## src/css_pkg.sv

```systemverilog
// Package for the command source selector: offsets, codes, structs
package css_pkg;
  localparam logic [7:0] CSS_LINK_SRC_OFS = 8'h00;
  localparam logic [7:0] CSS_FB_PRIO_OFS = 8'h04;
  localparam logic [7:0] CSS_OVR_OFS = 8'h08;
  localparam logic [7:0] CSS_STATUS_OFS = 8'h0c;
  localparam logic [7:0] CSS_ASSIGN_OFS = 8'h10;
  localparam logic [7:0] CSS_CMD_OFS = 8'h30;
  localparam logic [7:0] CSS_SET_OFS = 8'h50;
  localparam int CSS_NTERM = 7;
  localparam int CSS_NSET = 20;
  localparam logic [3:0] CSS_LINK_SRC_MAX = 4'h8;
  localparam logic [10:0] CSS_GATE_POS = 11'h018;
  localparam logic [10:0] CSS_GATE_NEG = 11'h400;
  localparam logic [3:0] CSS_LINK_SRC_RST = 4'h0;
  localparam logic [1:0] CSS_FB_PRIO_RST = 2'h0;
  localparam logic [1:0] CSS_OVR_RST = 2'h0;
  localparam logic [10:0] CSS_ASSIGN_RST = 11'h000;
  localparam logic [15:0] CSS_CMD_RST = 16'h0000;
  localparam logic [7:0] CSS_SET_RST = 8'h00;
  localparam int CSS_RUN_FWD_BIT = 0;
  localparam int CSS_RUN_X1_BIT = 2;
  localparam int CSS_TERM_FWD = 5;
  localparam int CSS_TERM_X1 = 0;
  typedef enum logic [1:0] {CSS_SRC_LOCAL, CSS_SRC_PORT1, CSS_SRC_PORT2, CSS_SRC_FBUS} css_src_t;
  typedef struct packed {
    logic [15:0] freq;
    logic forward_run_terminal;
    logic x1;
  } css_cmd_t;
  typedef struct packed {
    logic active;
    logic [15:0] freq;
    logic forward_run_terminal;
    logic x1;
  } css_fbus_t;
endpackage

```

## src/css_selector.sv

```systemverilog
// Command source selector with APB register access
`timescale 1ns/1ps
// Overview of operation
// - Link source 0 keeps local; 1 to 8 route frequency, run or both to ports.
// - Link invalid: frequency from analog, forward and X1 from terminals.
// - Settings readable and writable regardless of link source value.
// - Gate code 24 may sit on any multi-input or forward/backward terminal.
// - No terminal carrying the gate means link always valid.
// - Positive logic: gate off invalid, gate on valid.
// - Command words cleared at power-on; host rewrites them.
// - Words written while invalid are stored, applied once link valid.
// - Gate code 1024 inverts the gate's on/off meaning.
// - Field-bus priority setting lets field-bus commands override RS-485.
// - Override 1 to 3 forces frequency, run, or both to link.
// - Nonzero override forces link valid without touching link source.
// - Override is volatile and returns to 0 at reset.
// - Smallest variant: keypad nonzero override behaves as 0.
// - Two independent sets of ten serial settings, one per port.
// - Link-written digital inputs switch together with run source.
module css_selector
(
  // Clock and reset
  input wire logic mclk,
  input wire logic srst,
  // APB slave
  input wire logic psel,
  input wire logic penable,
  input wire logic pwrite,
  input wire logic [7:0] paddr,
  input wire logic [31:0] pwdata,
  output logic [31:0] prdata,
  output logic pready,
  output logic pslverr,
  // Terminals (asynchronous pins): multi-inputs 0..4, forward 5, backward 6
  input wire logic [6:0] term_pins,
  // Analog frequency word, same clock domain
  input wire logic [15:0] analog_freq,
  // Keypad override entry
  input wire logic kp_ovr_wr,
  input wire logic [1:0] kp_ovr_data,
  input wire logic small_variant,
  // Field-bus option
  input wire css_pkg::css_fbus_t fbus_in,
  // Selected commands
  output css_pkg::css_cmd_t cmd_out,
  output css_pkg::css_src_t freq_src,
  output css_pkg::css_src_t run_src,
  output logic link_valid
);
  import css_pkg::*;

  logic [3:0] link_source_select_r;
  logic [1:0] fieldbus_priority_select_r;
  logic [1:0] support_override_select_r;
  logic [10:0] assign_r [CSS_NTERM];
  logic [15:0] cmd_r [2][3];
  logic [7:0] set_r [CSS_NSET];
  logic [6:0] s1_r;
  logic [6:0] s2_r;
  logic [6:0] s3_r;
  logic [6:0] term_r;
  logic [31:0] prdata_r;
  logic pready_r;
  logic pslverr_r;
  css_cmd_t cmd_r_out;
  css_src_t freq_src_r;
  css_src_t run_src_r;
  logic link_valid_r;

  // Port index of link source setting for frequency / run (0 none, 1, 2)
  function automatic logic [1:0] freq_port(input logic [3:0] v);
    case (v)
      4'h1, 4'h3, 4'h7: freq_port = 2'h1;
      4'h4, 4'h5, 4'h8: freq_port = 2'h2;
      default: freq_port = 2'h0;
    endcase
  endfunction

  function automatic logic [1:0] run_port(input logic [3:0] v);
    case (v)
      4'h2, 4'h3, 4'h5: run_port = 2'h1;
      4'h6, 4'h7, 4'h8: run_port = 2'h2;
      default: run_port = 2'h0;
    endcase
  endfunction

  function automatic logic is_gate(input logic [10:0] c);
    is_gate = (c == CSS_GATE_POS) || (c == CSS_GATE_NEG);
  endfunction

  // Gate: first terminal holding the gate code wins
  logic gate_found;
  logic gate_on;
  logic gate_neg;
  always_comb
  begin
    gate_found = 1'b0;
    gate_on = 1'b0;
    gate_neg = 1'b0;
    for (int i = CSS_NTERM - 1; i >= 0; i--)
    begin
      if (is_gate(assign_r[i]))
      begin
        gate_found = 1'b1;
        gate_on = term_r[i];
        gate_neg = (assign_r[i] == CSS_GATE_NEG);
      end
    end
  end

  wire link_ok = !gate_found || (gate_on ^ gate_neg);

  // Decode of the source settings
  wire [1:0] fp = freq_port(link_source_select_r);
  wire [1:0] rp = run_port(link_source_select_r);
  wire ovr_f = support_override_select_r[0];
  wire ovr_r = support_override_select_r[1];
  // Override forces link valid; with no port named it uses port one
  wire [1:0] fp_ovr = (fp == 2'h0) ? 2'h1 : fp;
  wire [1:0] rp_ovr = (rp == 2'h0) ? 2'h1 : rp;
  wire [1:0] fsel = ovr_f ? fp_ovr : (link_ok ? fp : 2'h0);
  wire [1:0] rsel = ovr_r ? rp_ovr : (link_ok ? rp : 2'h0);
  wire fb_f = fbus_in.active && fieldbus_priority_select_r[0] && !ovr_f;
  wire fb_r = fbus_in.active && fieldbus_priority_select_r[1] && !ovr_r;

  // Frequency word a has precedence over word b when nonzero
  wire [1:0] fi = (fsel == 2'h2) ? 2'h1 : 2'h0;
  wire [1:0] ri = (rsel == 2'h2) ? 2'h1 : 2'h0;
  wire [15:0] link_freq = (cmd_r[fi[0]][0] != CSS_CMD_RST) ? cmd_r[fi[0]][0] : cmd_r[fi[0]][1];
  wire [15:0] link_run = cmd_r[ri[0]][2];

  css_cmd_t cmd_nxt;
  css_src_t freq_src_nxt;
  css_src_t run_src_nxt;
  always_comb
  begin
    if (fb_f)
    begin
      cmd_nxt.freq = fbus_in.freq;
      freq_src_nxt = CSS_SRC_FBUS;
    end
    else if (fsel != 2'h0)
    begin
      cmd_nxt.freq = link_freq;
      freq_src_nxt = (fsel == 2'h1) ? CSS_SRC_PORT1 : CSS_SRC_PORT2;
    end
    else
    begin
      cmd_nxt.freq = analog_freq;
      freq_src_nxt = CSS_SRC_LOCAL;
    end
    if (fb_r)
    begin
      cmd_nxt.forward_run_terminal = fbus_in.forward_run_terminal;
      cmd_nxt.x1 = fbus_in.x1;
      run_src_nxt = CSS_SRC_FBUS;
    end
    else if (rsel != 2'h0)
    begin
      cmd_nxt.forward_run_terminal = link_run[CSS_RUN_FWD_BIT];
      cmd_nxt.x1 = link_run[CSS_RUN_X1_BIT];
      run_src_nxt = (rsel == 2'h1) ? CSS_SRC_PORT1 : CSS_SRC_PORT2;
    end
    else
    begin
      cmd_nxt.forward_run_terminal = term_r[CSS_TERM_FWD];
      cmd_nxt.x1 = term_r[CSS_TERM_X1];
      run_src_nxt = CSS_SRC_LOCAL;
    end
  end

  // Three-stage synchroniser; change accepted once stages two and three agree
  always_ff @(posedge mclk)
  begin
    s1_r <= term_pins;
    s2_r <= s1_r;
    s3_r <= s2_r;
  end

  always_ff @(posedge mclk)
  begin
    if (srst)
      term_r <= 7'h00;
    else
      term_r <= (s2_r & ~(s2_r ^ s3_r)) | (term_r & (s2_r ^ s3_r));
  end

  // Outputs registered so a source change never glitches them
  always_ff @(posedge mclk)
  begin
    if (srst)
    begin
      cmd_r_out <= '0;
      freq_src_r <= CSS_SRC_LOCAL;
      run_src_r <= CSS_SRC_LOCAL;
      link_valid_r <= 1'b0;
    end
    else
    begin
      cmd_r_out <= cmd_nxt;
      freq_src_r <= freq_src_nxt;
      run_src_r <= run_src_nxt;
      link_valid_r <= link_ok;
    end
  end

  // APB decode; no wait state, read data registered during the setup phase
  wire acc = psel && penable && pready_r;
  wire [5:0] widx = paddr[7:2];
  wire [5:0] asg_base = CSS_ASSIGN_OFS[7:2];
  wire [5:0] set_base = CSS_SET_OFS[7:2];
  wire hit_asg = (paddr >= CSS_ASSIGN_OFS) && (paddr < CSS_CMD_OFS) && (widx - asg_base < 6'(CSS_NTERM));
  wire hit_cmd = (paddr >= CSS_CMD_OFS) && (paddr < CSS_SET_OFS) && (widx[1:0] != 2'h3);
  wire hit_set = (paddr >= CSS_SET_OFS) && (widx - set_base < 6'(CSS_NSET));
  wire [2:0] asg_i = 3'(widx - asg_base);
  // Port one words sit below 0x40, port two words from 0x40
  wire cmd_p = paddr[6];
  wire [1:0] cmd_k = paddr[3:2];
  wire [4:0] set_i = 5'(widx - set_base);
  wire hit_misc = (paddr == CSS_LINK_SRC_OFS) || (paddr == CSS_FB_PRIO_OFS)
                  || (paddr == CSS_OVR_OFS) || (paddr == CSS_STATUS_OFS);
  wire hit = (paddr[1:0] == 2'h0) && (hit_misc || hit_asg || hit_cmd || hit_set);
  // Refused addresses must not reach any setting, only raise the error
  wire wr = acc && pwrite && hit;

  logic [31:0] rd_nxt;
  always_comb
  begin
    rd_nxt = 32'h0000_0000;
    if (paddr == CSS_LINK_SRC_OFS)
      rd_nxt[3:0] = link_source_select_r;
    else if (paddr == CSS_FB_PRIO_OFS)
      rd_nxt[1:0] = fieldbus_priority_select_r;
    else if (paddr == CSS_OVR_OFS)
      rd_nxt[1:0] = support_override_select_r;
    else if (paddr == CSS_STATUS_OFS)
      rd_nxt[7:0] = {term_r[CSS_TERM_FWD], gate_found, link_valid_r, run_src_r, freq_src_r, 1'b0};
    else if (hit_asg)
      rd_nxt[10:0] = assign_r[asg_i];
    else if (hit_cmd)
      rd_nxt[15:0] = cmd_r[cmd_p][cmd_k];
    else if (hit_set)
      rd_nxt[7:0] = set_r[set_i];
  end

  always_ff @(posedge mclk)
  begin
    if (srst)
    begin
      pready_r <= 1'b0;
      pslverr_r <= 1'b0;
      prdata_r <= 32'h0000_0000;
    end
    else
    begin
      pready_r <= psel && !penable;
      pslverr_r <= psel && !penable && !(hit && paddr[1:0] == 2'h0);
      prdata_r <= (psel && !penable && hit) ? rd_nxt : 32'h0000_0000;
    end
  end

  // Setting writes; accepted whatever the link source holds
  always_ff @(posedge mclk)
  begin
    if (srst)
    begin
      link_source_select_r <= CSS_LINK_SRC_RST;
      fieldbus_priority_select_r <= CSS_FB_PRIO_RST;
      support_override_select_r <= CSS_OVR_RST;
      for (int i = 0; i < CSS_NTERM; i++)
        assign_r[i] <= CSS_ASSIGN_RST;
      for (int i = 0; i < CSS_NSET; i++)
        set_r[i] <= CSS_SET_RST;
    end
    else
    begin
      if (wr && paddr == CSS_LINK_SRC_OFS && pwdata[3:0] <= CSS_LINK_SRC_MAX)
        link_source_select_r <= pwdata[3:0];
      if (wr && paddr == CSS_FB_PRIO_OFS)
        fieldbus_priority_select_r <= pwdata[1:0];
      if (wr && paddr == CSS_OVR_OFS)
        support_override_select_r <= pwdata[1:0];
      else if (kp_ovr_wr)
        support_override_select_r <= small_variant ? CSS_OVR_RST : kp_ovr_data;
      if (wr && hit_asg)
        assign_r[asg_i] <= pwdata[10:0];
      if (wr && hit_set)
        set_r[set_i] <= pwdata[7:0];
    end
  end

  // Command words: cleared at power-on, stored even while link invalid
  always_ff @(posedge mclk)
  begin
    if (srst)
    begin
      for (int p = 0; p < 2; p++)
        for (int k = 0; k < 3; k++)
          cmd_r[p][k] <= CSS_CMD_RST;
    end
    else if (wr && hit_cmd)
      cmd_r[cmd_p][cmd_k] <= pwdata[15:0];
  end

  assign prdata = prdata_r;
  assign pready = pready_r;
  assign pslverr = pslverr_r;
  assign cmd_out = cmd_r_out;
  assign freq_src = freq_src_r;
  assign run_src = run_src_r;
  assign link_valid = link_valid_r;
endmodule

```

## config.mk

```make
export PLATFORM = sky130hd
export DESIGN_NAME = css_selector
export DESIGN_NICKNAME = d
export VERILOG_FILES = /design/src/css_pkg.sv /design/src/css_selector.sv
export SDC_FILE = /design/constraint.sdc
export NUM_CORES = 1
export LEC_CHECK = 0
export BUFFER_PORTS_ARGS = -buffer_cell sky130_fd_sc_hd__buf_2
export CORE_MARGIN = 3
export CORE_UTILIZATION = 55
export DETAILED_ROUTE_END_ITERATION = 8
export PLACE_DENSITY = 0.76
export SLEW_MARGIN = 10
export SYNTH_ARGS = -nofsm -noshare
export SYNTH_HDL_FRONTEND = slang
export SYNTH_SLANG_ARGS = --single-unit
```

## constraint.sdc

```tcl
create_clock -name mclk -period 4.9 [get_ports mclk]
set_clock_uncertainty 0.2 [all_clocks]
set_input_delay 0.98 -clock mclk [delete_from_list [all_inputs] [get_ports mclk]]
set_output_delay 0.98 -clock mclk [all_outputs]
set_load 0.05 [all_outputs]
```

# ---- Word-level counts from Yosys, hierarchy flattened
# Memory sizes are Yosys's and may differ from the RTL's.
# Index checks and enable logic that the tools add are counted.
dict set report word_totals {
  register_bits 93
  n_memories 3
  mem_bits_rw 333
  inputBits 91
  word_cells 222
}
# memory words word_bits rd rd_ports_with_merged_regs write_ports line
set memory_table {}
lappend memory_table {set_r 20 8 1 0 20 css_selector.sv:57} ;# logic [7:0] set_r [CSS_NSET];
lappend memory_table {cmd_r 2 48 3 0 2 css_selector.sv:56} ;# logic [15:0] cmd_r [2][3];
lappend memory_table {assign_r 7 11 8 0 7 css_selector.sv:55} ;# logic [10:0] assign_r [CSS_NTERM];
dict set report classes {
  eq_ne 30
  n_mux 85
  n_addsub 2
  n_lt_le_gt_ge 10
  reduce_logical 64
  bitwise 8
}
# cell n
set op_table {}
lappend op_table {{48-bit two-way mux} 3}
lappend op_table {{16-bit two-way mux} 6}
lappend op_table {{8-bit two-way mux} 10}
lappend op_table {{11-bit == test, second input constant} 7}
lappend op_table {{11-bit by 5-bit == test with 1-bit output, second input constant} 7}
lappend op_table {{48-bit OR reduction} 1}
lappend op_table {{2-bit two-way mux} 21}
lappend op_table {{1-bit two-way mux} 36}
lappend op_table {{16-bit binary-select mux with 2-bit select} 1}
lappend op_table {{16-bit demux with 2-bit select} 1}
lappend op_table {{1-bit logical AND} 26}
lappend op_table {{11-bit two-way mux} 2}
lappend op_table {{4-bit by 3-bit == test with 1-bit output, second input constant} 4}
lappend op_table {{8-bit by 4-bit == test with 1-bit output, second input constant} 2}
lappend op_table {{16-bit nonzero test} 1}
lappend op_table {{7-bit bitwise AND} 2}
lappend op_table {{1-bit logical OR} 14}
lappend op_table {{3-bit OR reduction} 4}
lappend op_table {{11-bit OR reduction} 1}
lappend op_table {{4-bit by 2-bit == test with 1-bit output, second input constant} 2}
lappend op_table {{8-bit by 3-bit == test with 1-bit output, second input constant} 1}
lappend op_table {{8-bit by 5-bit >= comparator with 1-bit output, second input constant} 1}
lappend op_table {{8-bit by 6-bit >= comparator with 1-bit output, second input constant} 1}
lappend op_table {{8-bit by 7-bit >= comparator with 1-bit output, second input constant} 1}
lappend op_table {{other kinds (33)} 44}

# ---- Depth between registers and ports, before layout
# Gate-level depths: netlist (run 1).
# An unclocked memory read counts as a cell.
dict set report logic_depth {
  ltp_word 21
  ltp_mapped 14
  depth_no_buf 11
}

# ---- Worst setup path before layout (run 1)
# No wires, ideal clock.
dict set report synth_path {
  kind {input port to flip-flop}
  start {input paddr[4]}
  end {memory assign_r[5][0], enable pin}
  path_stages 11
  path_buffers 4
  setup_slack_ns -0.211
  arrival_ns 4.499
  cell_sequence {inv_2 > buf_1 > ha_1 > clkbuf_1 > mux2i_1 > or3_1 > buf_2 > a41oi_2 > nand2_1 > clkbuf_1 > o41ai_1}
}
# item line
set synth_lines {}
lappend synth_lines {{start: declaration} css_selector.sv:29} ;# input wire logic [7:0] paddr,
lappend synth_lines {{end: declaration} css_selector.sv:55}

==> results.toml, run 1 <==
[run_status]
status = "finished, final reports clean"

[critical_path]
required_ns = 5.02
cp.arrival_ns = 4.09
rr_startpoint = "assign_r[1][7]"
worstSetupPathType = "input port to flip-flop"
endpoint_kind = "flip-flop"
start_kind = "input port"
timing.rr.end = "cmd_out[13]"
r2r_slack_ns = 1.05
reg2regPathDepth = 9
cp_max_fo = 15

[layout]
fin_nets = 1945
drive_gt1_frac = 0.211
multi_input_area_sq_um = 7960
syn_to_final_growth_pct = 13.2
regArea_sq_um = 14600
nFillCells = 3004

[routing]
antenna_left = 0
num_vias = 15000
wire_per_inst_microns = 23.6
vias_per_cell = 6.20
dr.first_iter.drc_count = 1735
firstDrtPassIters = 6
drt-total-wl_microns = 57200
drc_errors = 0

[power]
power_density_nw_per_um2 = 358
power_mw = 9.42
leakage_nw = 10.1
ir_drop_mv = 0.240

[global_route]
gr-total-overflow = 0
grtUsageMet2 = 0.417
grt_use_met3 = 0.0502
met1_usage = 0.336
antenna_found_initial = 2
grt_pass1_wl_microns = 86500
first_global_vias = 15000
track_usage = 0.256
grt_max_degree = 75
top_usage_layer = "met2"

[synthesis]
synth_area_sq_um = 23200
post_synth.cell_area_avg_sq_um = 13.6
synth_ff_type = "edfxtp_1"
synth_edf_count = 429
ys_warn_count = 0
synth_cells = 1707
synthArstFlopShare = 0
synth.distinct_cells = 81
ys_ff_latch = 517
seq_area_frac_synth = 0.630

[clock_tree]
htree_levels = 2
cts_hold_buf = 0
post_cts_buffers = 0
clock_latency_ns = 0.60
cts_num_sinks = 517
cts_tree = "done"
clockBufferDepth = 3
cts_root_buf = "clkbuf_16"
path_clk_slew_ns = 0.06
cts_buffers = 51
ctsResizeCount = 0

[timing]
fin_setup_tns_ns = 0
setup_viol = 0
maxSlewViolCount = 0
rsz0062_at_grt = "false"
hold_violations = 0
worst_pin_slew_ns = 1.10
period_minus_slack_ns = 3.97
fmax_mhz = 252
setup_ws_ns = 0.933
fin_crit_sh = 0.810
timing.slew.headroom = 0.262

[place]
dp_slack_ns = 0.432
gp_congestion = 0.922
hpwl_microns = 38100
io_buffers = 115

[floorplanning]
core_sq_um = 41300
dieArea_sq_um = 44700
start_util = 0.563
rows = 74
die_w_microns = 212
pin_count = 148
fp.dieH_microns = 212

[worst_hold_path]
hp-class = "flip-flop to flip-flop"
min_to = "s2_r[4]"
min_from = "s1_r[4]"
hold_depth = 0

[flow_run]
cap_violations = 0
[worst max path at each step]
stage                                 to           start
after global placement      set_r[27][7]        paddr[4]
after floorplan           assign_r[5][0]        paddr[4]
after detailed placement    set_r[27][1]        paddr[4]
final                       set_r[27][7]        paddr[4]
after global routing          cmd_out[3]  assign_r[1][7]
after CTS                   set_r[27][0]        paddr[4]
[stage by stage]
step / utilization / area [sq um] / hold slack, ns / instances
after global placement: 0.597 / 24600 / 0.116 / 2328
after CTS: 0.637 / 26300 / 0.131 / 2423
after floorplan: - / 23300 / 0.110 / 1722
final: 0.637 / 26300 / 0.128 / 2424
after global routing: 0.637 / 26300 / 0.133 / 2423
after detailed placement: 0.597 / 24600 / 0.112 / 2328
[cells in the final DEF, fill, tap and decap left out, drive strengths merged, types with 20 or more instances in the layout]
cell type	netlist	routed
buf	47	203
nand3	31	31
nor2	123	123
and2	260	260
dfxtp	88	88
clkinv	1	20
mux4	91	91
edfxtp	429	429
inv	25	26
clkbuf	82	68
o22ai	34	34
mux2i	56	56
nor4	27	27
o21ai	58	58
nand2	71	71
a21oi	84	84
[routing by layer]
layer,vias to the layer above,share of wire
li1,6705,-
met1,7447,0.39
met4,2,0.047
met2,702,0.48
met3,174,0.087
met5,-,0.00012
[registers in the layout, summed over array words and instances (netlist names), 4 cells and up, named ones only]
| signal | count |
|---|---|
| prdata | 16 |
| cmd_r | 96 |
| assign_r | 88 |
| s2_r | 7 |
| s3_r | 7 |
| s1_r | 7 |
| link_source_select_r | 4 |
| set_r | 256 |
| cmd_out | 18 |
[synth_stat cells (3+ instances only)]
master     number  share of area
edfxtp_1      429           0.55
o21ai_0        57          0.012
a221oi_1        5         0.0019
buf_4          20         0.0065
o22ai_1        34         0.0092
a22o_1         16         0.0060
ha_1            5         0.0027
a211oi_1        4         0.0013
o21a_1          3        0.00097
o2111ai_1       3         0.0011
dfxtp_1        88          0.076
nor4_1         18         0.0048
a211o_1         7         0.0026
and3b_1         7         0.0026
nand3b_1        3        0.00097
nor4_2          9         0.0048
and2_1        260          0.070
a21o_1         17         0.0055
nand2b_1        4         0.0011
nor2b_1         8         0.0022
mux4_2         90          0.087
mux2i_1        56          0.024
or2_2           5         0.0013
buf_2          15         0.0032
o211ai_1       13         0.0042
buf_1           9         0.0015
or3_1           3        0.00081
nand3_1        31         0.0067
clkbuf_1       81          0.013
o221ai_1        7         0.0026
a32oi_1         3         0.0011
inv_1          24         0.0039
a21oi_1        84          0.018
nor2_1        123          0.020
a31oi_1         4         0.0011
o211a_1         3         0.0013
and3_1         17         0.0046
nor3_1         13         0.0028
nor3b_1         8         0.0026
nand2_1        71          0.011
[critical path, cell delays in order]
cell and delay [ns]:
buf_2 0.33, inv_2 0.07, ha_1 0.34, a22o_1 0.29, a211o_1 0.35, nor4_2 0.41, nand2_1 0.54, nor2_1 0.52
buf_4 0.23
[power by group]
group | internal, mW | total (mW) | leakage [nW] | switching (mW)
logic | 0.227 | 0.679 | 4.15 | 0.453
registers | 4.84 | 4.88 | 5.17 | 0.0458
clock network | 2.23 | 3.86 | 0.805 | 1.63
total | 7.30 | 9.42 | 10.1 | 2.13
[logic make-up after synthesis]
| logic type | count (synthesis) | synth area share |
|---|---|---|
| other | 1 | 0.000161 |
| and+or+nand+nor | 598 | 0.144 |
| DFF | 517 | 0.630 |
| muxes | 149 | 0.113 |
| buffers and inverters | 155 | 0.0303 |
| xor gates and xnor gates | 2 | 0.000754 |
| AOI/OAI and AO/OA | 280 | 0.0783 |
| adders and majority gates | 5 | 0.00269 |
[final cells by class]
type,instances,area share
Antenna cell,1,0.0000951
Clock buffer,68,0.0537
Clock inverter,27,0.00918
Inverter,26,0.00371
Multi-Input combinational cell,1050,0.303
Sequential cell,517,0.557
Tap cell,532,0.0253
Timing Repair Buffer,203,0.0488
(Power assumes the default switching activity.)
==> run 2, diff against run 1 <==
--- a/config.mk
+++ b/config.mk
@@ -5,6 +5,7 @@
 export SDC_FILE = /design/constraint.sdc
 export NUM_CORES = 1
 export LEC_CHECK = 0
+export ABC_AREA = 1
 export BUFFER_PORTS_ARGS = -buffer_cell sky130_fd_sc_hd__buf_2
 export CORE_MARGIN = 3
 export CORE_UTILIZATION = 55
==> constraint.sdc (replaced) <==
create_clock -name mclk -period 3.2 [get_ports mclk]
set_clock_uncertainty 0.2 [all_clocks]
set_input_delay 0.64 -clock mclk [delete_from_list [all_inputs] [get_ports mclk]]
set_output_delay 0.64 -clock mclk [all_outputs]
set_load 0.05 [all_outputs]
==> results.toml, run 2 <==
[timing]
worst_pin_slew_ns = 0.851
fmax_mhz = 298
period_minus_slack_ns = 3.35
maxSlewViolCount = 0
rsz0062_at_grt = "true"
timing.slew.headroom = 0.432
setup_viol = 21
setup_ws_ns = -0.153
hold_violations = 0
fin_crit_sh = 1.05

[global_route]
grt_pass1_wl_microns = 107000
antenna_found_initial = 0
first_global_vias = 18700
grt_max_degree = 74
track_usage = 0.317
gr-total-overflow = 0

[layout]
multi_input_area_sq_um = 7410
largest_registers = "set_r (256), cmd_r (96), assign_r (88)"
nFillCells = 2763
finalNonFillerCells = 3113
final_cell_mix = "edfxtp_1, nor2_1, buf_4"
postLayoutCellArea_sq_um = 28200
fin_nets = 2641
drive_gt1_frac = 0.265
num_antenna_cells = 0
regArea_sq_um = 14600
syn_to_final_growth_pct = 23.8
final_common_cell = "edfxtp_1"
regMostFlops = "set_r"
largest_reg_flops = 256

[routing]
wire_per_inst_microns = 22.9
drt-total-wl_microns = 71400
dr.first_iter.drc_count = 2692
firstDrtPassIters = 6
num_vias = 19100
antenna_left = 0
drc_errors = 0
vias_per_cell = 6.14

[power]
seqPwrFrac = 0.501
leakage_nw = 11.3
p_comb_frac = 0.090
p_switching_mw = 3.62
ir_drop_mv = 0.427
switching_share = 0.243
internal_power_mw = 11.3
p_clk_frac = 0.409
power_density_nw_per_um2 = 529

[synthesis]
ys_top_cells_by_count = "edfxtp_1, nor2_1, nand2_1"
ys_warn_count = 0
post_synth.cell_area_avg_sq_um = 10.3
synth_ff_type = "edfxtp_1"
synth_top_area_cell = "edfxtp_1"
synth_area_sq_um = 22700
synth_cells = 2207
synthTopCellsByArea = "edfxtp_1, dfxtp_1, nor2_1"
synthArstFlopShare = 0
seq_area_frac_synth = 0.644
synth.most_common_cell = "edfxtp_1"
synth.distinct_cells = 54
synth_top_area_frac = 0.566
synth_edf_count = 429
ys_ff_latch = 517

[critical_path]
endpoint_kind = "flip-flop"
cp_slowest_stage_delay_ns = 0.43
start_kind = "flip-flop"
cp_max_fo = 8
cp.arrival_ns = 3.64
required_ns = 3.49
crit_path_frequent_cell = "nand2_2"
path_cells = "nor2_1 -> nand2_1 -> nor4_4 -> nand4_1 -> nand2_2 -> inv_2 -> nor2_2 -> inv_1 -> nand2_2 -> inv_1 -> nand2_2 -> nand4_4 -> clkbuf_16 -> nand3_1 -> nand2_2 -> nor2_2 -> nand2_2 -> nor2_8 -> buf_4 -> nand3_1 -> nand3_4 -> a21oi_2"
worstSetupPathType = "flip-flop to flip-flop"
cp_slowest_cell = "edfxtp_1"

[clock_tree]
cts_tree = "done"
cts_buffers = 52
clock_latency_ns = 0.62
path_clk_slew_ns = 0.06
htree_levels = 2
cts_num_sinks = 517
cts_root_buf = "clkbuf_16"
clockBufferDepth = 3

[place]
gp_congestion = 0.978
numPlacedInstances = 2968
hpwl_microns = 47900
place_area_sq_um = 25700
io_buffers = 115
dp_slack_ns = -0.708

[floorplanning]
pin_count = 148
rows = 73
fp.dieH_microns = 209
core_sq_um = 40300
die_w_microns = 209
dieArea_sq_um = 43800
start_util = 0.565

[run_status]
status = "finished with violations"
violations = "setup timing"

[flow_run]
cap_violations = 0

[worst_hold_path]
hp-class = "input port to flip-flop"
-- run 2: cell count changes in the layout (fill, tap and decap cells not counted), moves of 56 or more --
cell / previous run / this run
and2_1: 260 / 0
nand2_1: 71 / 241
mux4_2: 90 / 0
o21ai_0: 57 / 150
mux2i_1: 56 / 0
nor2_1: 123 / 382
buf_4: 86 / 257
o22ai_1: 34 / 113
inv_1: 24 / 165
-- run 2: timing repair --
| item | 4_1_cts | 5_1_grt |
|---|---|---|
| gates resized for setup | 45 | 54 |
| endpoints found under the hold margin | 7 | 0 |
| cloned | 3 | 0 |
| buffers inserted | 23 | 16 |
| endpoints found under the setup margin | 352 | 348 |
| hold buffers | 7 | 0 |
| pin swaps | 12 | 27 |
-- run 2: cell families (layout without fill, tap and decap cells) --
logic type,after synthesis,after routing,synth area share
other cells,1,16,0.000165
flops,517,517,0.644
simple gates,894,895,0.171
fa+ha+maj,5,5,0.00275
buf+inv,333,698,0.0596
compound gates,447,447,0.118
xor+xnor,1,1,0.000385
mux,9,9,0.00446
-- run 2: power by group through the flow --
stage	logic (mW)	registers [mW]	clock network (mW)
finish	1.34	7.47	6.10
global route	1.40	7.48	6.37
CTS	1.26	7.47	6.12
detailed placement	1.20	7.61	0
global placement	1.17	7.60	0
floorplan	0.625	7.64	0
-- run 2: through the flow --
stage	util	total power, mW	setup TNS [ns]	hold slack (ns)
3_3_place_gp	0.638	8.78	-352.24	0.115
5_1_grt	0.699	15.3	-9.12	0.0678
6_report	0.699	14.9	-2.32	0.0737
4_1_cts	0.693	14.9	-0.952	0.0587
2_1_floorplan	-	8.27	-440.10	0.110
3_5_place_dp	0.638	8.81	-415.59	0.114
-- run 2: final timing paths --
path / slack (ns) / endpoint / cells past startpoint / from
max: -0.15 / cmd_out[9] / 22 / assign_r[0][1]
max reg2reg: -0.15 / cmd_out[9] / 22 / assign_r[0][1]
min: 0.07 / cmd_out[1] / 3 / fbus_in[1]
min reg2reg: 0.13 / s2_r[0] / 0 / s1_r[0]
-- run 2: cell type report --
type / count / share of cell area
clock buffer: 72 / 0.0507
clock inverter: 25 / 0.00928
inverter: 199 / 0.0270
sequential: 517 / 0.520
tap: 525 / 0.0233
timing repair buffer: 402 / 0.107
multi-input combinational: 1373 / 0.263
-- run 2: routing by layer --
metal  global-route usage  vias to the layer above  share of wire
met5                    0                        -              0
met4                0.159                        0          0.056
met3               0.0617                      274           0.12
met2                0.502                     1395           0.47
met1                0.422                     9064           0.36
li1                     -                     8376              -
-- run 2: critical path, delay by kind of cell, from the launching register on --
kind	cells	cell delay, ns
and+or+nand+nor	16	1.99
buffers and inverters	5	0.58
DFF	1	0.43
AOI/OAI and AO/OA	1	0.06
